<file path="src/logic/mederr_params.svh">
// Offsets, field positions and reset values of the math error detector.
`ifndef MEDERR_PARAMS_SVH
`define MEDERR_PARAMS_SVH

// Register byte offsets on the plain register port.
`define MEDERR_CTRL_OFS 4'h0
`define MEDERR_STAT_OFS 4'h4
`define MEDERR_INT_STATUS_OFS 4'h8
`define MEDERR_INT_MASK_OFS 4'hc

// Field positions in the control register.
`define MEDERR_CTRL_SEL_LSB 0
`define MEDERR_CTRL_SEL_MSB 1
`define MEDERR_CTRL_AUTO_BIT 2
`define MEDERR_CTRL_REF_BIT 3

// Field positions in the status register.
`define MEDERR_STAT_FLAG_BIT 0
`define MEDERR_STAT_ZD_BIT 1
`define MEDERR_STAT_OV_BIT 2

// Interrupt event bits, shared by status and mask.
`define MEDERR_INT_FLAG_BIT 0
`define MEDERR_INT_ZD_BIT 1
`define MEDERR_INT_OV_BIT 2
`define MEDERR_INT_W 3

// Reset values.
`define MEDERR_CTRL_RST 4'h3
`define MEDERR_INT_MASK_RST 3'h0

`endif

</file>
<file path="src/logic/mederr_pkg.sv">
// Types shared by the math error detector and its users.
package mederr_pkg;

	// Error selection; the code doubles as a mask over {overflow, zero division}.
	typedef enum logic [1:0] {
		MEDERR_SEL_NONE = 2'h0,
		MEDERR_SEL_ZERO_DIV = 2'h1,
		MEDERR_SEL_OVERFLOW = 2'h2,
		MEDERR_SEL_EITHER = 2'h3
	} mederr_sel_e;

	// Status bits left by the watched math block at the end of an execution.
	typedef struct packed {
		logic overflow_status_bit;
		logic zero_div_status_bit;
	} mederr_math_status_s;

endpackage

</file>
<file path="src/logic/mederr_detector.sv">
// Math error detector: scan-evaluated error flag with register port and interrupt.
//
// The register offsets and the strobed register port were left to the implementer.
`timescale 1ns/1ps
`include "mederr_params.svh"

// How the block sits in a design: the watched math block pulses math_done with its two
// status bits at the end of every execution, and the scan logic pulses scan_eval at the
// point in the scan where this detector is evaluated. Software sets the selection, the
// clearing mode and whether a block is referenced through the register port, and reads
// back the flag and the held status bits there as well.
//
// Every input is expected from logic on ref_clk, so none of them is synchronised; a pin
// routed straight in would need its own two-flop stage in front of this block.
//
// The flag, the interrupt line and the read data are all registered, so downstream
// logic sees each result one clock after the edge that caused it.

module mederr_detector #(
	parameter int ADDR_W = 4
) (
	input wire logic ref_clk,
	input wire logic srst,
	input wire logic math_done,
	input wire mederr_pkg::mederr_math_status_s math_status,
	input wire logic scan_eval,
	input wire logic enable,
	input wire logic flag_reset,
	input wire logic [ADDR_W-1:0] reg_addr,
	input wire logic [31:0] reg_wdata,
	input wire logic reg_wr,
	input wire logic reg_rd,
	output logic [31:0] reg_rdata,
	output logic err_flag,
	output logic irq
);
	import mederr_pkg::*;

	// The decoder compares full 4-bit offsets, so a narrower port cannot reach them.
	if (ADDR_W < 4) begin : g_bad_addr_w
		$error("mederr_detector: ADDR_W must be at least 4");
	end

	// Returns the error seen through the selection mask.
	function automatic logic detect(input mederr_sel_e sel, input mederr_math_status_s st);
		detect = (sel[0] & st.zero_div_status_bit) | (sel[1] & st.overflow_status_bit);
	endfunction

	// Returns the register offset addressed, held to four bits.
	function automatic logic [3:0] offset_of(input logic [ADDR_W-1:0] a);
		offset_of = a[3:0];
	endfunction

	mederr_sel_e ctrl_sel; // Which error the flag watches.
	logic ctrl_auto; // Automatic clearing before each evaluation.
	logic ctrl_ref; // A math block is referenced.
	mederr_math_status_s held_status; // Bits from the latest math execution.
	mederr_math_status_s cur_status; // Bits the evaluation looks at.
	logic eval_now; // This cycle is an enabled evaluation.
	logic err_now; // Selected error present at this evaluation.
	logic [`MEDERR_INT_W-1:0] int_status; // Sticky interrupt events.
	logic [`MEDERR_INT_W-1:0] int_mask; // Interrupt enables.
	logic [`MEDERR_INT_W-1:0] int_event; // Events raised this cycle.
	logic [`MEDERR_INT_W-1:0] next_int_status; // Sticky bits after this cycle.
	logic next_flag; // Flag value for the next cycle.

	// An evaluation only counts while enabled; otherwise nothing is sampled.
	assign eval_now = scan_eval & enable;

	// A math execution finishing in the evaluation cycle counts as earlier in the scan,
	// and the bypass costs one multiplexer but saves a whole scan of latency,
	// so its fresh bits are used directly; a later one is caught by the next scan.
	assign cur_status = math_done ? math_status : held_status;

	// The selection code doubles as a mask, so one function serves every mode.
	// Unreferenced detector never sees an error.
	assign err_now = ctrl_ref & detect(ctrl_sel, cur_status);

	// Capture the math block's status bits at the end of each of its executions. The bits are
	// kept even while the detector is disabled, because they belong to the math block and the
	// next enabled evaluation must see its most recent execution.
	always_ff @(posedge ref_clk) begin
		if (srst) begin
			held_status <= '0;
		end else if (math_done) begin
			held_status <= math_status;
		end
	end

	// Flag update. An unreferenced detector is forced low at once. In auto-clear mode an
	// evaluation replaces the flag with the current error, so a stale error never lingers.
	// In held mode an error raised at an evaluation beats a reset arriving together, which
	// keeps a fault seen in the same cycle as a late reset from being lost.
	always_comb begin
		next_flag = err_flag;
		if (!ctrl_ref) begin
			next_flag = 1'b0;
		end else if (eval_now && ctrl_auto) begin
			next_flag = err_now;
		end else if (eval_now && err_now) begin
			next_flag = 1'b1;
		end else if (flag_reset) begin
			next_flag = 1'b0;
		end
	end

	// The flag register itself, driving the output directly.
	// Keeping the output on a flip-flop means downstream logic never sees a combinational glitch.
	always_ff @(posedge ref_clk) begin
		if (srst) begin
			err_flag <= 1'b0;
		end else begin
			err_flag <= next_flag;
		end
	end

	// Interrupt events: flag rising, and each error kind seen at an evaluation.
	// The error kinds are reported whatever the selection is, so software can see faults
	// that the flag is set to ignore.
	assign int_event[`MEDERR_INT_FLAG_BIT] = next_flag & ~err_flag;
	assign int_event[`MEDERR_INT_ZD_BIT] = eval_now & ctrl_ref & cur_status.zero_div_status_bit;
	assign int_event[`MEDERR_INT_OV_BIT] = eval_now & ctrl_ref & cur_status.overflow_status_bit;

	// Write-one-to-clear, but an event in the same cycle keeps its bit set, so software
	// never loses an event that arrives while it is clearing the older ones.
	always_comb begin
		next_int_status = int_status;
		if (reg_wr && offset_of(reg_addr) == `MEDERR_INT_STATUS_OFS) begin
			next_int_status = int_status & ~reg_wdata[`MEDERR_INT_W-1:0];
		end
		next_int_status = next_int_status | int_event;
	end

	// Sticky interrupt status register.
	// It is cleared only by reset or by software, never by the flag falling.
	always_ff @(posedge ref_clk) begin
		if (srst) begin
			int_status <= '0;
		end else begin
			int_status <= next_int_status;
		end
	end

	// Interrupt line from the values the status and mask take this edge,
	// so it tracks them with no extra cycle of lag. A mask write uses the new mask
	// straight from the write data, since the mask register itself only changes at this edge.
	// The cost is one more small AND term in front of the flip-flop.
	always_ff @(posedge ref_clk) begin
		if (srst) begin
			irq <= 1'b0;
		end else if (reg_wr && offset_of(reg_addr) == `MEDERR_INT_MASK_OFS) begin
			irq <= |(next_int_status & reg_wdata[`MEDERR_INT_W-1:0]);
		end else begin
			irq <= |(next_int_status & int_mask);
		end
	end

	// Control and mask registers written by software. A change of selection or mode takes
	// effect from the next evaluation on; the flag keeps its value until then, except that
	// clearing the referenced bit forces it low straight away.
	always_ff @(posedge ref_clk) begin
		if (srst) begin
			ctrl_sel <= mederr_sel_e'(2'(`MEDERR_CTRL_RST));
			ctrl_auto <= 1'(`MEDERR_CTRL_RST >> `MEDERR_CTRL_AUTO_BIT);
			ctrl_ref <= 1'(`MEDERR_CTRL_RST >> `MEDERR_CTRL_REF_BIT);
			int_mask <= `MEDERR_INT_MASK_RST;
		end else if (reg_wr) begin
			case (offset_of(reg_addr))
				`MEDERR_CTRL_OFS: begin
					ctrl_sel <= mederr_sel_e'(reg_wdata[`MEDERR_CTRL_SEL_MSB:`MEDERR_CTRL_SEL_LSB]);
					ctrl_auto <= reg_wdata[`MEDERR_CTRL_AUTO_BIT];
					ctrl_ref <= reg_wdata[`MEDERR_CTRL_REF_BIT];
				end
				`MEDERR_INT_MASK_OFS: begin
					int_mask <= reg_wdata[`MEDERR_INT_W-1:0];
				end
				default: begin
					// Other offsets hold no bits written here; interrupt status bits are cleared in their own block.
				end
			endcase
		end
	end

	// Read data stands only in the cycle after the strobe; unmapped offsets read zero.
	// Returning zero outside read cycles lets a master OR several slaves' data together
	// without any further gating.
	always_ff @(posedge ref_clk) begin
		if (srst) begin
			reg_rdata <= '0;
		end else if (reg_rd) begin
			reg_rdata <= '0;
			case (offset_of(reg_addr))
				`MEDERR_CTRL_OFS: begin
					reg_rdata[`MEDERR_CTRL_SEL_MSB:`MEDERR_CTRL_SEL_LSB] <= ctrl_sel;
					reg_rdata[`MEDERR_CTRL_AUTO_BIT] <= ctrl_auto;
					reg_rdata[`MEDERR_CTRL_REF_BIT] <= ctrl_ref;
				end
				`MEDERR_STAT_OFS: begin
					reg_rdata[`MEDERR_STAT_FLAG_BIT] <= err_flag;
					reg_rdata[`MEDERR_STAT_ZD_BIT] <= held_status.zero_div_status_bit;
					reg_rdata[`MEDERR_STAT_OV_BIT] <= held_status.overflow_status_bit;
				end
				`MEDERR_INT_STATUS_OFS: begin
					reg_rdata[`MEDERR_INT_W-1:0] <= int_status;
				end
				`MEDERR_INT_MASK_OFS: begin
					reg_rdata[`MEDERR_INT_W-1:0] <= int_mask;
				end
				default: begin
					// Unmapped offset answers zero.
				end
			endcase
		end else begin
			reg_rdata <= '0;
		end
	end
endmodule

</file>
<file path="config.mk">
export PLATFORM = sky130hd
export DESIGN_NAME = mederr_detector
export DESIGN_NICKNAME = d
export VERILOG_FILES = /design/src/logic/mederr_pkg.sv /design/src/logic/mederr_detector.sv
export VERILOG_INCLUDE_DIRS = /design/src /design/src/logic
export SDC_FILE = /design/constraint.sdc
export NUM_CORES = 1
export LEC_CHECK = 0
export ABC_CLOCK_PERIOD_IN_PS = 1400
export BUFFER_PORTS_ARGS = -buffer_cell sky130_fd_sc_hd__buf_2
export CAP_MARGIN = 20
export CORE_ASPECT_RATIO = 2
export CORE_MARGIN = 5
export CORE_UTILIZATION = 41
export CTS_BUF_LIST = sky130_fd_sc_hd__clkbuf_2 sky130_fd_sc_hd__clkbuf_4 sky130_fd_sc_hd__clkbuf_8
export DETAILED_ROUTE_END_ITERATION = 7
export PLACE_DENSITY = 0.91
export REMOVE_ABC_BUFFERS = 1
export SLEW_MARGIN = 20
export SYNTH_ARGS = -nofsm -noshare
export SYNTH_HDL_FRONTEND = slang
export SYNTH_SLANG_ARGS = --single-unit
</file>
<file path="constraint.sdc">
create_clock -name ref_clk -period 1.4 [get_ports ref_clk]
set_input_delay 0.28 -clock ref_clk [delete_from_list [all_inputs] [get_ports ref_clk]]
set_output_delay 0.28 -clock ref_clk [all_outputs]
set_load 0.05 [all_outputs]
</file>
# == Word level (Yosys, flattened, before mapping) ==
# Index checks and enable logic that the tools add are counted.
# Widths: inputs -> output; s select.
# totals
regBits,46
out_inout_bits,34
in_bits,46
elab_cells,51
# classes
bitwise,17
reduce_logical,11
eq_ne,3
mux,8
# op_table
cell,n
$pmux 3 s4,1
$and 3x3->3,3
$reduce_or 3->1,3
$and 1x1->1,8
$eq 4x4->1 const B,2
$mux 1,5
$eq 4x3->1 const B,1
$logic_and 1x1->1,4
$logic_not 4->1,1
$reduce_and 2->1,2
$mux 3,1
$not 1->1,3
$not 3->3,1
$or 3x3->3,1
$mux 2,1
$reduce_or 2->1,1
$or 1x1->1,1

# == Logic depth before layout (Yosys ltp) ==
# Gate-level depths: netlist (run 1).
# depth
ltp_word,13
mapped_depth,6
depth_no_buf,6

# == Worst setup path before layout (run 1) ==
# Ideal clock, no wire load.
# synth_path
kind,in2reg
startpoint,input reg_addr[1]
endpoint,register irq
stages,5
arrival_ns,1.248
required_ns,1.334
n_path_buf,0
setup_ns,0.066
setup_slack_ns,0.086
cell_sequence,nor2_1 > nand4_1 > mux2i_1 > or2_2 > a21oi_2
# synth_via
elab_chain_cells,7
elab_cells_between_ends,11
classes_between,eq/ne: 2; mux: 2; bitwise: 3; reduce/logical: 4
# synth_lines
element,line,rtl
"start, declared",mederr_detector.sv:29,"input wire logic [ADDR_W-1:0] reg_addr,"
$eq 4x4->1,--,
$logic_and 1x1->1 (no source line),--,
$mux 3,mederr_detector.sv:128,if (reg_wr && offset_of(reg_addr) == `MEDERR_INT_STATUS_OFS) begin
$or 3x3->3,mederr_detector.sv:131,next_int_status = next_int_status | int_event;
"$and 3x3->3, on equally long branches","mederr_detector.sv:154, mederr_detector.sv:152",
"$reduce_or 3->1, on equally long branches","mederr_detector.sv:154, mederr_detector.sv:152",
$mux 1 *,mederr_detector.sv:151,end else if (reg_wr && offset_of(reg_addr) == `MEDERR_INT_MASK_OFS) begin
"end signal, assigned",mederr_detector.sv:152,irq <= |(next_int_status & reg_wdata[`MEDERR_INT_W-1:0]);
"end signal, assigned",mederr_detector.sv:154,irq <= |(next_int_status & int_mask);
"end, declared",mederr_detector.sv:35,output logic irq
# Every way passes the cells marked *; elsewhere a longest branch is shown, timed or not.
# A chain may end at the register's enable or synchronous reset.

# == Worst setup path after layout (run 1) ==
# layout_path
startpoint,register held_status[0] in the netlist's numbering
endpoint,register irq
# layout_via
elab_chain_cells,13
elab_cells_between_ends,16
classes_between,mux: 5; bitwise: 8; reduce/logical: 3
# layout_lines
element,line,rtl
"start, declared",mederr_detector.sv:57,mederr_math_status_s held_status;
"start signal, assigned",mederr_detector.sv:86,held_status <= math_status;
$mux 2 *,--,
$and 1x1->1,mederr_detector.sv:46,detect = (sel[0] & st.zero_div_status_bit) | (sel[1] & st.overflow_status_bit);
$or 1x1->1,mederr_detector.sv:46,
$and 1x1->1,mederr_detector.sv:77,"assign err_now = ctrl_ref & detect(ctrl_sel, cur_status);"
$logic_and 1x1->1,mederr_detector.sv:100,end else if (eval_now && err_now) begin
$mux 1,mederr_detector.sv:100,
$mux 1,mederr_detector.sv:98,end else if (eval_now && ctrl_auto) begin
$mux 1,mederr_detector.sv:96,if (!ctrl_ref) begin
$and 1x1->1,mederr_detector.sv:120,assign int_event[`MEDERR_INT_FLAG_BIT] = next_flag & ~err_flag;
$or 3x3->3 *,mederr_detector.sv:131,
"$and 3x3->3, on equally long branches","mederr_detector.sv:154, mederr_detector.sv:152",
"$reduce_or 3->1, on equally long branches","mederr_detector.sv:154, mederr_detector.sv:152",
$mux 1 *,mederr_detector.sv:151,
# Marked as above.

==> impl_results.md, run 1 <==
* Pwr dens at 902 nW/um^2
* CTS sink cnt at 18
* Post-Synth Adder-Cell Area at 0
* Highest clock rate at 0.735 GHz
* IR drop worst, VDD at 0.388 mV
* Total grt overflow at 0
* Cell area after layout at 1280 um^2
* Die Ht at 83.0 um
* Area Growth Syn to Fin at 17.1%
* Overall power at 1150 uW
* Number of global-route vias before repair at 950
* Crit. End Element: register
* Crit path to: irq
* Post-layout min period at 1.36 ns
* Hold Path Stages at 3
* CTS Buf Count at 3
* Die Span X at 46.5 um
* Post-synthesis mux area share at 0.103
* Port bufs at 23
* WP data arrival at 1.55 ns
* Fin crit share at 0.972
* Rows at 26
* Max_cap viols at 0
* Die area at 3860 um^2
* First-pass GRT wire length at 4080 um
* Avg WL per Cell at 14.6 um
* Ys Warns at 0
* DRC marker count from the first detailed-route iteration at 32
* Layout Skew at 0.000841 ns
* CTS max path bufs at 2
* Leading area contributor after synthesis: dfxtp_1
* Setup TNS at 0 ns
* H-tree Lvls at 1
* Synth Area in Simple Gates at 0.228
* R2R Path Start: held_status[0]
* Antenna violations before repair at 0
* Io pins at 80
* Final setup fails at 0
* Placed cell areas at 1210 um^2
* Distinct cells, synth at 35
* Starting Density at 0.425
* Data required, critical path at 1.59 ns
* RSZ-0062 raised after global routing: true
* Final Non-Filler Cells at 180
* Hold slack final at 0.282 ns
* DRC at 0
* Worst-Skew Late Latency at 0.25 ns
* Largest family of logic cells by synthesized area: simple AND/OR/NAND/NOR gates
* Max Transition Viols Final at 0
* TritonCTS clock tree: done
* Seq/Total Area, Yosys at 0.330
* Reg2reg path depth at 6
* # nets final at 200
* Post-Synthesis Cell Area at 1090 um^2
* Crit path from: held_status[0]
* Placed insts at 176
* Post-Syn Area per Cell at 9.50 um^2
* Total track usage at 0.142
* Drt total wl at 2630 um
* Hold Path Class: input port to register
* Status: completed
* Core Box Area at 2570 um^2
* Critical path class: register to register
* Hold-fix buffers, CTS at 0
* N_diodes at 0
* Leak at 0.000622 uW
* Complex-gate fraction of the synthesized area at 0.123
* Hold Fails Final Rpt at 0
* Crit Path Max Fanout at 3
* DP HPWL at 2120 um
* Detail Route Antenna Nets at 0
* Number of vias per cell at 5.07
* Post-synthesis xor/xnor area fraction at 0
* Gate Count Post-Synth at 115
* Clock Root Buffer: clkbuf_8
* Reg2Reg Setup Slack at 0.04 ns
* Vias at 912
* Startpoint Class: register
* Post-synth top area share at 0.330
* Synth top area cells: dfxtp_1 (33%), buf_4 (19%), mux2i_1 (8.2%)
* CTS clk-pin slew, worst paths at 0.06 ns
* RR Endpoint: irq
* Pre-antenna DRT Iters at 4
* GP Congestion at 0.954
* # fillers at 244
* Seq cells post-synth at 18
* Pin count of the biggest net entering global routing at 16
* Layout cells sized above 1 at 0.375
==> cell usage in the layout, fill, tap and decap left out, drive strengths merged, types with 2 or more instances in the layout <==
cell type,count
buf,37
conb,28
dfxtp,18
nor2,13
mux2i,9
nand2,5
a21oi,5
nand3,4
and2,3
o21ai,3
clkbuf,3
and3,3
nand3b,2
a211o,2
o22ai,2
and4b,2
a21boi,2
==> critical path: stages (launching register included) <==
cell	delay, ns
dfxtp_1	0.37
mux2i_2	0.11
nor2_1	0.30
o21a_1	0.17
nor2_1	0.04
a32o_2	0.22
a21oi_2	0.10
==> metal layers <==
metal,track usage,vias up,wire length (um)
met1,0.122,426,831
met3,0.0216,10,246
met4,0.0570,0,93
met5,0,-,0
li1,-,425,-
met2,0.284,51,1460
==> registers in the layout, summed over array words and instances, names as in the netlist <==
name	flops
int_status	3
int_mask	3
ctrl_auto	1
held_status	2
ctrl_sel	2
ctrl_ref	1
err_flag	1
irq	1
reg_rdata	4
==> worst min path at each step <==
| stage | start | end | slack (ns) |
|---|---|---|---|
| 2_1_floorplan | srst | irq | 0.34 |
| 3_3_place_gp | ctrl_auto | ctrl_auto | 0.47 |
| 3_5_place_dp | ctrl_auto | ctrl_auto | 0.48 |
| 4_1_cts | reg_wdata[3] | ctrl_ref | 0.28 |
| 5_1_grt | reg_wdata[3] | ctrl_ref | 0.29 |
| 6_report | reg_wdata[3] | ctrl_ref | 0.28 |
==> final cells by class <==
| type | instances | area, um^2 | area share |
|---|---|---|---|
| flip-flops and latches | 18 | 362 | 0.283 |
| multi-input cells | 94 | 621 | 0.485 |
| well taps | 28 | 35.0 | 0.0274 |
| clock buffers | 3 | 41.3 | 0.0323 |
| repair buffers | 37 | 220 | 0.172 |
==> through the flow <==
stage | util | setup WS (ns)
floorplan | - | 0.0856
global placement | 0.470 | -0.0737
detailed placement | 0.470 | -0.104
CTS | 0.493 | 0.0166
global route | 0.498 | -0.0217
finish | 0.498 | 0.0389
==> report_power, final <==
part / total, uW / switching (uW) / leakage (uW) / internal (uW)
logic: 282 / 222 / 0.000455 / 60.0
clock network: 345 / 154 / 0.0000216 / 191
registers: 526 / 6.50 / 0.000146 / 520
==> synth_stat cells <==
master / n
a211o_1: 2
a21boi_1: 1
a21boi_2: 1
a21oi_1: 3
a21oi_2: 2
a31oi_1: 1
a32o_1: 1
and2_1: 3
and3_1: 2
and3_4: 1
and4b_1: 1
and4b_4: 1
buf_4: 28
buf_6: 2
conb_1: 1
dfxtp_1: 18
mux2i_1: 9
mux4_2: 1
nand2_1: 5
nand3_1: 4
nand3b_4: 2
nand4_1: 1
nand4b_1: 1
nor2_1: 12
nor2_4: 1
nor2b_1: 1
nor4b_1: 1
o21a_1: 1
o21ai_0: 1
o21ai_1: 1
o21ai_2: 1
o21ba_1: 1
o22ai_1: 2
or2_2: 1
or3_4: 1
==> logic make-up (layout without fill, tap and decap cells) <==
family,Yosys count,count (layout)
AND/OR/NAND/NOR,38,38
buffers and inverters,30,40
AO/OA/AOI/OAI,18,18
flip-flops,18,18
multiplexers,10,10
other,1,28
==> timing repair <==
action,CTS,global route
resized for setup,2,5
endpoints found under the setup margin,1,1
buffers inserted,1,0
pin swaps,1,4
gates cloned,0,0
(Power assumes the default switching activity.)
==> inputs of run 2 (changes only) <==
--- a/config.mk
+++ b/config.mk
@@ -14,7 +14,7 @@
 export CORE_UTILIZATION = 41
 export CTS_BUF_LIST = sky130_fd_sc_hd__clkbuf_2 sky130_fd_sc_hd__clkbuf_4 sky130_fd_sc_hd__clkbuf_8
 export DETAILED_ROUTE_END_ITERATION = 7
-export PLACE_DENSITY = 0.91
+export PLACE_DENSITY = 0.77
 export REMOVE_ABC_BUFFERS = 1
 export SLEW_MARGIN = 20
 export SYNTH_ARGS = -nofsm -noshare
==> run 2 against run 1 <==
Die area did not move. Sequential share of layout area fell by 0.23 points. First-iteration DRC count fell by 50%. Worst hold slack got worse by 0.016 ns. Flip-flop and latch count did not move. Count of clock-buffer cells in the layout rose by 1. Clock skew rose by 0.0019 ns. Power rose by 7.4%. Critical path depth did not move. Global-route usage fell by 0.19 points. Worst setup slack improved by 0.013 ns. Critical path type unchanged. Largest cell class unchanged.
==> impl_results.md, run 2 (synthesis gave the netlist of run 1 again) <==
* Critical path cell sequence: and3_4 -> nand3b_4 -> a21oi_4 -> o21ai_1 -> a32o_2 -> a21oi_2
* Die Ht at 83.0 um (unchanged)
* Placed cell areas at 1210 um^2 (+0.41%)
* Avg WL per Cell at 13.6 um (-6.7%)
* Io pins at 80 (unchanged)
* Pre-antenna DRT Iters at 4 (unchanged)
* # fillers at 255 (+4.5%)
* Post-layout min period at 1.35 ns (-0.0133 ns)
* Reg2reg path depth at 6 (unchanged)
* CTS clk-pin slew, worst paths at 0.07 ns (about the same)
* RSZ-0062 raised after global routing: false
* Startpoint Class: register
* Layout Skew at 0.00272 ns (+0.00188 ns)
* Met3 Track Usage GR at 0.0346 (+0.0130)
* Multi-input combinational cell area at 616 um^2 (-0.81%)
* Clock Root Buffer: clkbuf_8
* Rows at 26 (unchanged)
* Port bufs at 23 (unchanged)
* CP max stage cell: dfxtp_2
* Setup TNS at 0 ns (unchanged)
* Commonest non-fill, non-tap cells in the layout: conb_1 (28), buf_2 (23), dfxtp_1 (16)
* First-pass GRT wire length at 4020 um (-1.5%)
* Fin crit share at 0.963 (-0.00952)
* Data required, critical path at 1.60 ns (about the same)
* Leading cell type in the layout, fill and taps excluded: conb_1
* Highest clock rate at 0.742 GHz (+0.99%)
* Max Transition Viols Final at 0 (unchanged)
* GR Layer Usage met1 at 0.156 (+0.0337)
* Number of vias per cell at 4.94 (-2.5%)
* Drt total wl at 2460 um (-6.7%)
* Antenna violations before repair at 0 (unchanged)
* Layout cells sized above 1 at 0.375 (unchanged)
* Flip-flop count of the largest register after layout at 4 (unchanged)
* Final setup fails at 0 (unchanged)
* WP data arrival at 1.54 ns (about the same)
* Die Span X at 46.5 um (unchanged)
* Crit. End Element: register
* Final WS setup at 0.0522 ns (+0.0133 ns)
* Grt peak-use layer: met2
* CTS Buf Count at 3 (unchanged)
* DP Worst Slack at -0.0835 ns (+0.0208 ns)
* Hold-fix buffers, CTS at 0 (unchanged)
* Pin count of the biggest net entering global routing at 12 (-4)
* Area Growth Syn to Fin at 18.4%
* Pwr dens at 957 nW/um^2 (+6.1%)
* Hold Path Stages at 2 (-1)
* TritonCTS clock tree: done
* Worst-Skew Late Latency at 0.26 ns (about the same)
* Overall power at 1240 uW (+7.4%)
* Max_cap viols at 0 (unchanged)
* Register area at 363 um^2 (+0.35%)
* DRC at 0 (unchanged)
* Hold Path Class: input port to register
* Grt met2 use at 0.234 (-0.0503)
* Slowest stage delay, CP at 0.35 ns (-0.02 ns)
* Detail Route Antenna Nets at 0 (unchanged)
* Crit Path Max Fanout at 3 (unchanged)
* Status: completed
* Biggest register: reg_rdata
* Die area at 3860 um^2 (unchanged)
* H-tree Lvls at 1 (unchanged)
* Largest registers: reg_rdata x4, int_mask x3, int_status x3
* DP HPWL at 1980 um (-6.8%)
* Leak at 0.000629 uW (+1.1%)
* Core Box Area at 2570 um^2 (unchanged)
* Vias at 889 (-2.5%)
* N_diodes at 0 (unchanged)
* GP Congestion at 0.838 (-12%)
* Total track usage at 0.140 (-0.00186)
* Cell area after layout at 1290 um^2 (+1.2%)
* Critical path class: register to register
* Hold Fails Final Rpt at 0 (unchanged)
* DRC marker count from the first detailed-route iteration at 16 (-50%)
* CTS max path bufs at 2 (unchanged)
* Number of global-route vias before repair at 924 (-2.7%)
* # nets final at 199 (-0.50%)
* Final core utilization at 0.503 (+0.00584)
* Total grt overflow at 0 (unchanged)
* CTS sink cnt at 18 (unchanged)
* IR drop worst, VDD at 0.754 mV (+94%)
* Starting Density at 0.425 (unchanged)
==> run 2: stage by stage <==
| stage | hold slack, ns | cells |
|---|---|---|
| 2_1_floorplan | 0.342 | 112 |
| 3_3_place_gp | 0.475 | 175 |
| 3_5_place_dp | 0.483 | 175 |
| 4_1_cts | 0.267 | 179 |
| 5_1_grt | 0.274 | 180 |
| 6_report | 0.266 | 180 |
==> run 2: repair_timing <==
action,4_1_cts,5_1_grt
buffers inserted,0,1
pin swaps,0,4
gates cloned,0,0
setup endpoints to repair,1,1
gates resized for setup,1,6
==> run 2: worst paths after layout <==
check	start	endpoint	slack [ns]
setup / recovery	ctrl_ref	irq	0.05
hold / removal	srst	held_status[0]	0.27
setup reg to reg	ctrl_ref	irq	0.05
hold reg to reg	ctrl_auto	ctrl_auto	0.49
==> run 2: power by group <==
part	internal, uW	switching, uW
Combinational	62.6	220
Clock	250	180
Sequential	520	6.38
==> run 2: worst max-delay path, delay by kind of cell, from the launching register on <==
| kind | cells | cell delay, ns |
|---|---|---|
| flops | 1 | 0.35 |
| compound gates | 4 | 0.62 |
| simple gates | 2 | 0.31 |
==> run 2: layer usage <==
metal	vias up	wire length, um
met5	-	0
met4	0	64
met3	7	232
met2	56	1250
met1	406	907
li1	420	-
==> run 2: final cells by class <==
cell class                      instances  share of cell area
Clock buffer                            4              0.0426
Multi-Input combinational cell         94               0.476
Sequential cell                        18               0.280
Tap cell                               28              0.0271
Timing Repair Buffer                   36               0.174
==> inputs of run 3 (changes only) <==
--- a/config.mk
+++ b/config.mk
@@ -14,7 +14,7 @@
 export CORE_UTILIZATION = 41
 export CTS_BUF_LIST = sky130_fd_sc_hd__clkbuf_2 sky130_fd_sc_hd__clkbuf_4 sky130_fd_sc_hd__clkbuf_8
 export DETAILED_ROUTE_END_ITERATION = 7
-export PLACE_DENSITY = 0.77
+export PLACE_DENSITY = 0.81
 export REMOVE_ABC_BUFFERS = 1
 export SLEW_MARGIN = 20
 export SYNTH_ARGS = -nofsm -noshare
==> run 3 against run 2 <==
Register-to-register slack is essentially flat. Maximum frequency grew 0.71%. Cell count shrank 1.1%. First-iteration DRC count shrank 6.3%. Worst hold slack gained 0.022 ns. Power grew 0.58%. Largest power group unchanged. Critical path type unchanged.
==> impl_results.md, run 3 (synthesis gave the netlist of run 1 again) <==
* Status: completed
* # fillers at 245 (-3.9%)
* CTS Buf Count at 3 (unchanged)
* Highest clock rate at 0.747 GHz (+0.71%)
* RR Endpoint: irq
* Critical path class: register to register
* Die area at 3860 um^2 (unchanged)
* Final setup fails at 0 (unchanged)
* Largest registers: reg_rdata x4, int_mask x3, int_status x3
* Rows at 26 (unchanged)
* Pre-antenna DRT Iters at 4 (unchanged)
* Reg2reg path depth at 6 (unchanged)
* Worst-Skew Late Latency at 0.26 ns (about the same)
* Total grt overflow at 0 (unchanged)
* Hold-fix buffers, CTS at 0 (unchanged)
* Crit. End Element: register
* Clock Root Buffer: clkbuf_8
* DRC marker count from the first detailed-route iteration at 15 (-1)
* H-tree Lvls at 1 (unchanged)
* Hold Path Stages at 3 (+1)
* Flip-flop count of the largest register after layout at 4 (unchanged)
* CTS max path bufs at 2 (unchanged)
* CTS clk-pin slew, worst paths at 0.07 ns (about the same)
* Port bufs at 23 (unchanged)
* Area Growth Syn to Fin at 17.9%
* Core Box Area at 2570 um^2 (unchanged)
* IR drop worst, VDD at 0.525 mV (-30%)
* DP HPWL at 2120 um (+7.1%)
* N_diodes at 0 (unchanged)
* Number of global-route vias before repair at 999 (+8.1%)
* Hold Path Class: input port to register
* Leak at 0.000619 uW (-1.7%)
* Buffers & Inverters on Critical Path at 0 (unchanged)
* Max_cap viols at 0 (unchanged)
* Antenna violations before repair at 0 (unchanged)
* Reg2Reg Setup Slack at 0.06 ns (about the same)
* Final core utilization at 0.501 (-0.00243)
* DRC at 0 (unchanged)
* Data required, critical path at 1.60 ns (about the same)
* Die Span X at 46.5 um (unchanged)
* Setup Buffers After CTS at 0 (unchanged)
* Final WS setup at 0.0618 ns (+0.00955 ns)
* Die Ht at 83.0 um (unchanged)
* CP max stage cell: dfxtp_2
* Hold Fails Final Rpt at 0 (unchanged)
* TritonCTS clock tree: done
* # nets final at 197 (-1.0%)
* Number of vias per cell at 5.01 (+1.4%)
* Io pins at 80 (unchanged)
* DP Worst Slack at -0.0757 ns (+0.00774 ns)
* Starting Density at 0.425 (unchanged)
* Overall power at 1250 uW (+0.58%)
* RSZ-0062 raised after global routing: true
* Layout cells sized above 1 at 0.367 (-0.00833)
* Slowest stage delay, CP at 0.35 ns (about the same)
* Crit Path Max Fanout at 3 (unchanged)
* Critical path depth in cells at 6 (unchanged)
* HP Start: reg_wdata[3]
* Biggest register: reg_rdata
* CP delay by family, top: compound AO/OA/AOI/OAI gates
* Vias at 891 (+0.22%)
* Leading cell type in the layout, fill and taps excluded: conb_1
* GP Congestion at 0.888 (+6.0%)
* Fin crit share at 0.956 (-0.00682)
* WP data arrival at 1.54 ns (about the same)
* Startpoint Class: register
* Drt total wl at 2650 um (+7.7%)
* Commonest non-fill, non-tap cells in the layout: conb_1 (28), buf_2 (23), dfxtp_1 (15)
* Pwr dens at 968 nW/um^2 (+1.1%)
* Total track usage at 0.148 (+0.00739)
* Post-layout min period at 1.34 ns (-0.00955 ns)
* R2R Path Start: ctrl_ref
* Max Transition Viols Final at 0 (unchanged)
* Avg WL per Cell at 14.9 um (+8.9%)
* Worst Hold End: ctrl_ref
* Layout Skew at 0.00197 ns (-0.000747 ns)
* First-pass GRT wire length at 4170 um (+3.6%)
* CTS sink cnt at 18 (unchanged)
* Detail Route Antenna Nets at 0 (unchanged)
* Pin count of the biggest net entering global routing at 17 (+5)
* Critical path cell sequence: and3_4 -> nand3b_4 -> a21oi_4 -> o21ai_1 -> a32o_1 -> a21oi_2
==> run 3: changes by cell type in the layout (fill, tap and decap cells not counted) <==
cell / delta
a32o_1: +1
a32o_2: -1
buf_4: -2
dfxtp_1: -1
dfxtp_2: +1
mux2i_2: -1
mux2i_4: +1
==> run 3: worst max-delay path by stage <==
| stage | from | end | slack [ns] |
|---|---|---|---|
| after floorplan | reg_addr[1] | irq | 0.09 |
| after global placement | math_done | irq | -0.05 |
| after detailed placement | reg_addr[1] | irq | -0.08 |
| after CTS | ctrl_ref | irq | 0.03 |
| after global routing | ctrl_ref | irq | -0.003 |
| final | ctrl_ref | irq | 0.06 |
==> run 3: area by class of cell <==
| class | instances | area (um^2) | share of cell area |
|---|---|---|---|
| clock buffers | 4 | 55.1 | 0.0428 |
| multi-input cells | 94 | 623 | 0.484 |
| flip-flops and latches | 18 | 364 | 0.283 |
| well taps | 28 | 35.0 | 0.0272 |
| repair buffers | 34 | 210 | 0.163 |
==> run 3: power by group <==
part           internal [uW]  leakage (uW)  switching (uW)
sequential               520      0.000147            7.64
clock                    251     0.0000288             185
combinational           60.9      0.000443             222
total                    832      0.000619             414
==> run 3: metrics by stage <==
stage,TNS (ns),hold WS [ns],area (um^2),cells
2_1_floorplan,0,0.342,961,112
3_3_place_gp,-0.0516,0.474,1210,174
3_5_place_dp,-0.138,0.486,1210,174
4_1_cts,0,0.267,1270,178
5_1_grt,-0.00312,0.306,1290,178
6_report,0,0.288,1290,178
==> run 3: tightest hold or removal path: cells and delay by family <==
kind | cells | cell delay [ns]
AOI/OAI and AO/OA | 1 | 0.07
buffers and inverters | 1 | 0.10
and+or+nand+nor | 1 | 0.06
==> run 3: what timing repair did <==
item	CTS	global route
gates resized for setup	2	6
pin swaps	0	3
endpoints found under the setup margin	1	1
==> run 3: metal layers <==
| layer | up-vias | share of wire | track usage |
|---|---|---|---|
| met4 | 0 | 0.051 | 0.119 |
| met5 | - | 0 | 0 |
| met1 | 415 | 0.33 | 0.136 |
| met3 | 11 | 0.084 | 0.0411 |
| li1 | 415 | - | - |
| met2 | 50 | 0.53 | 0.246 |
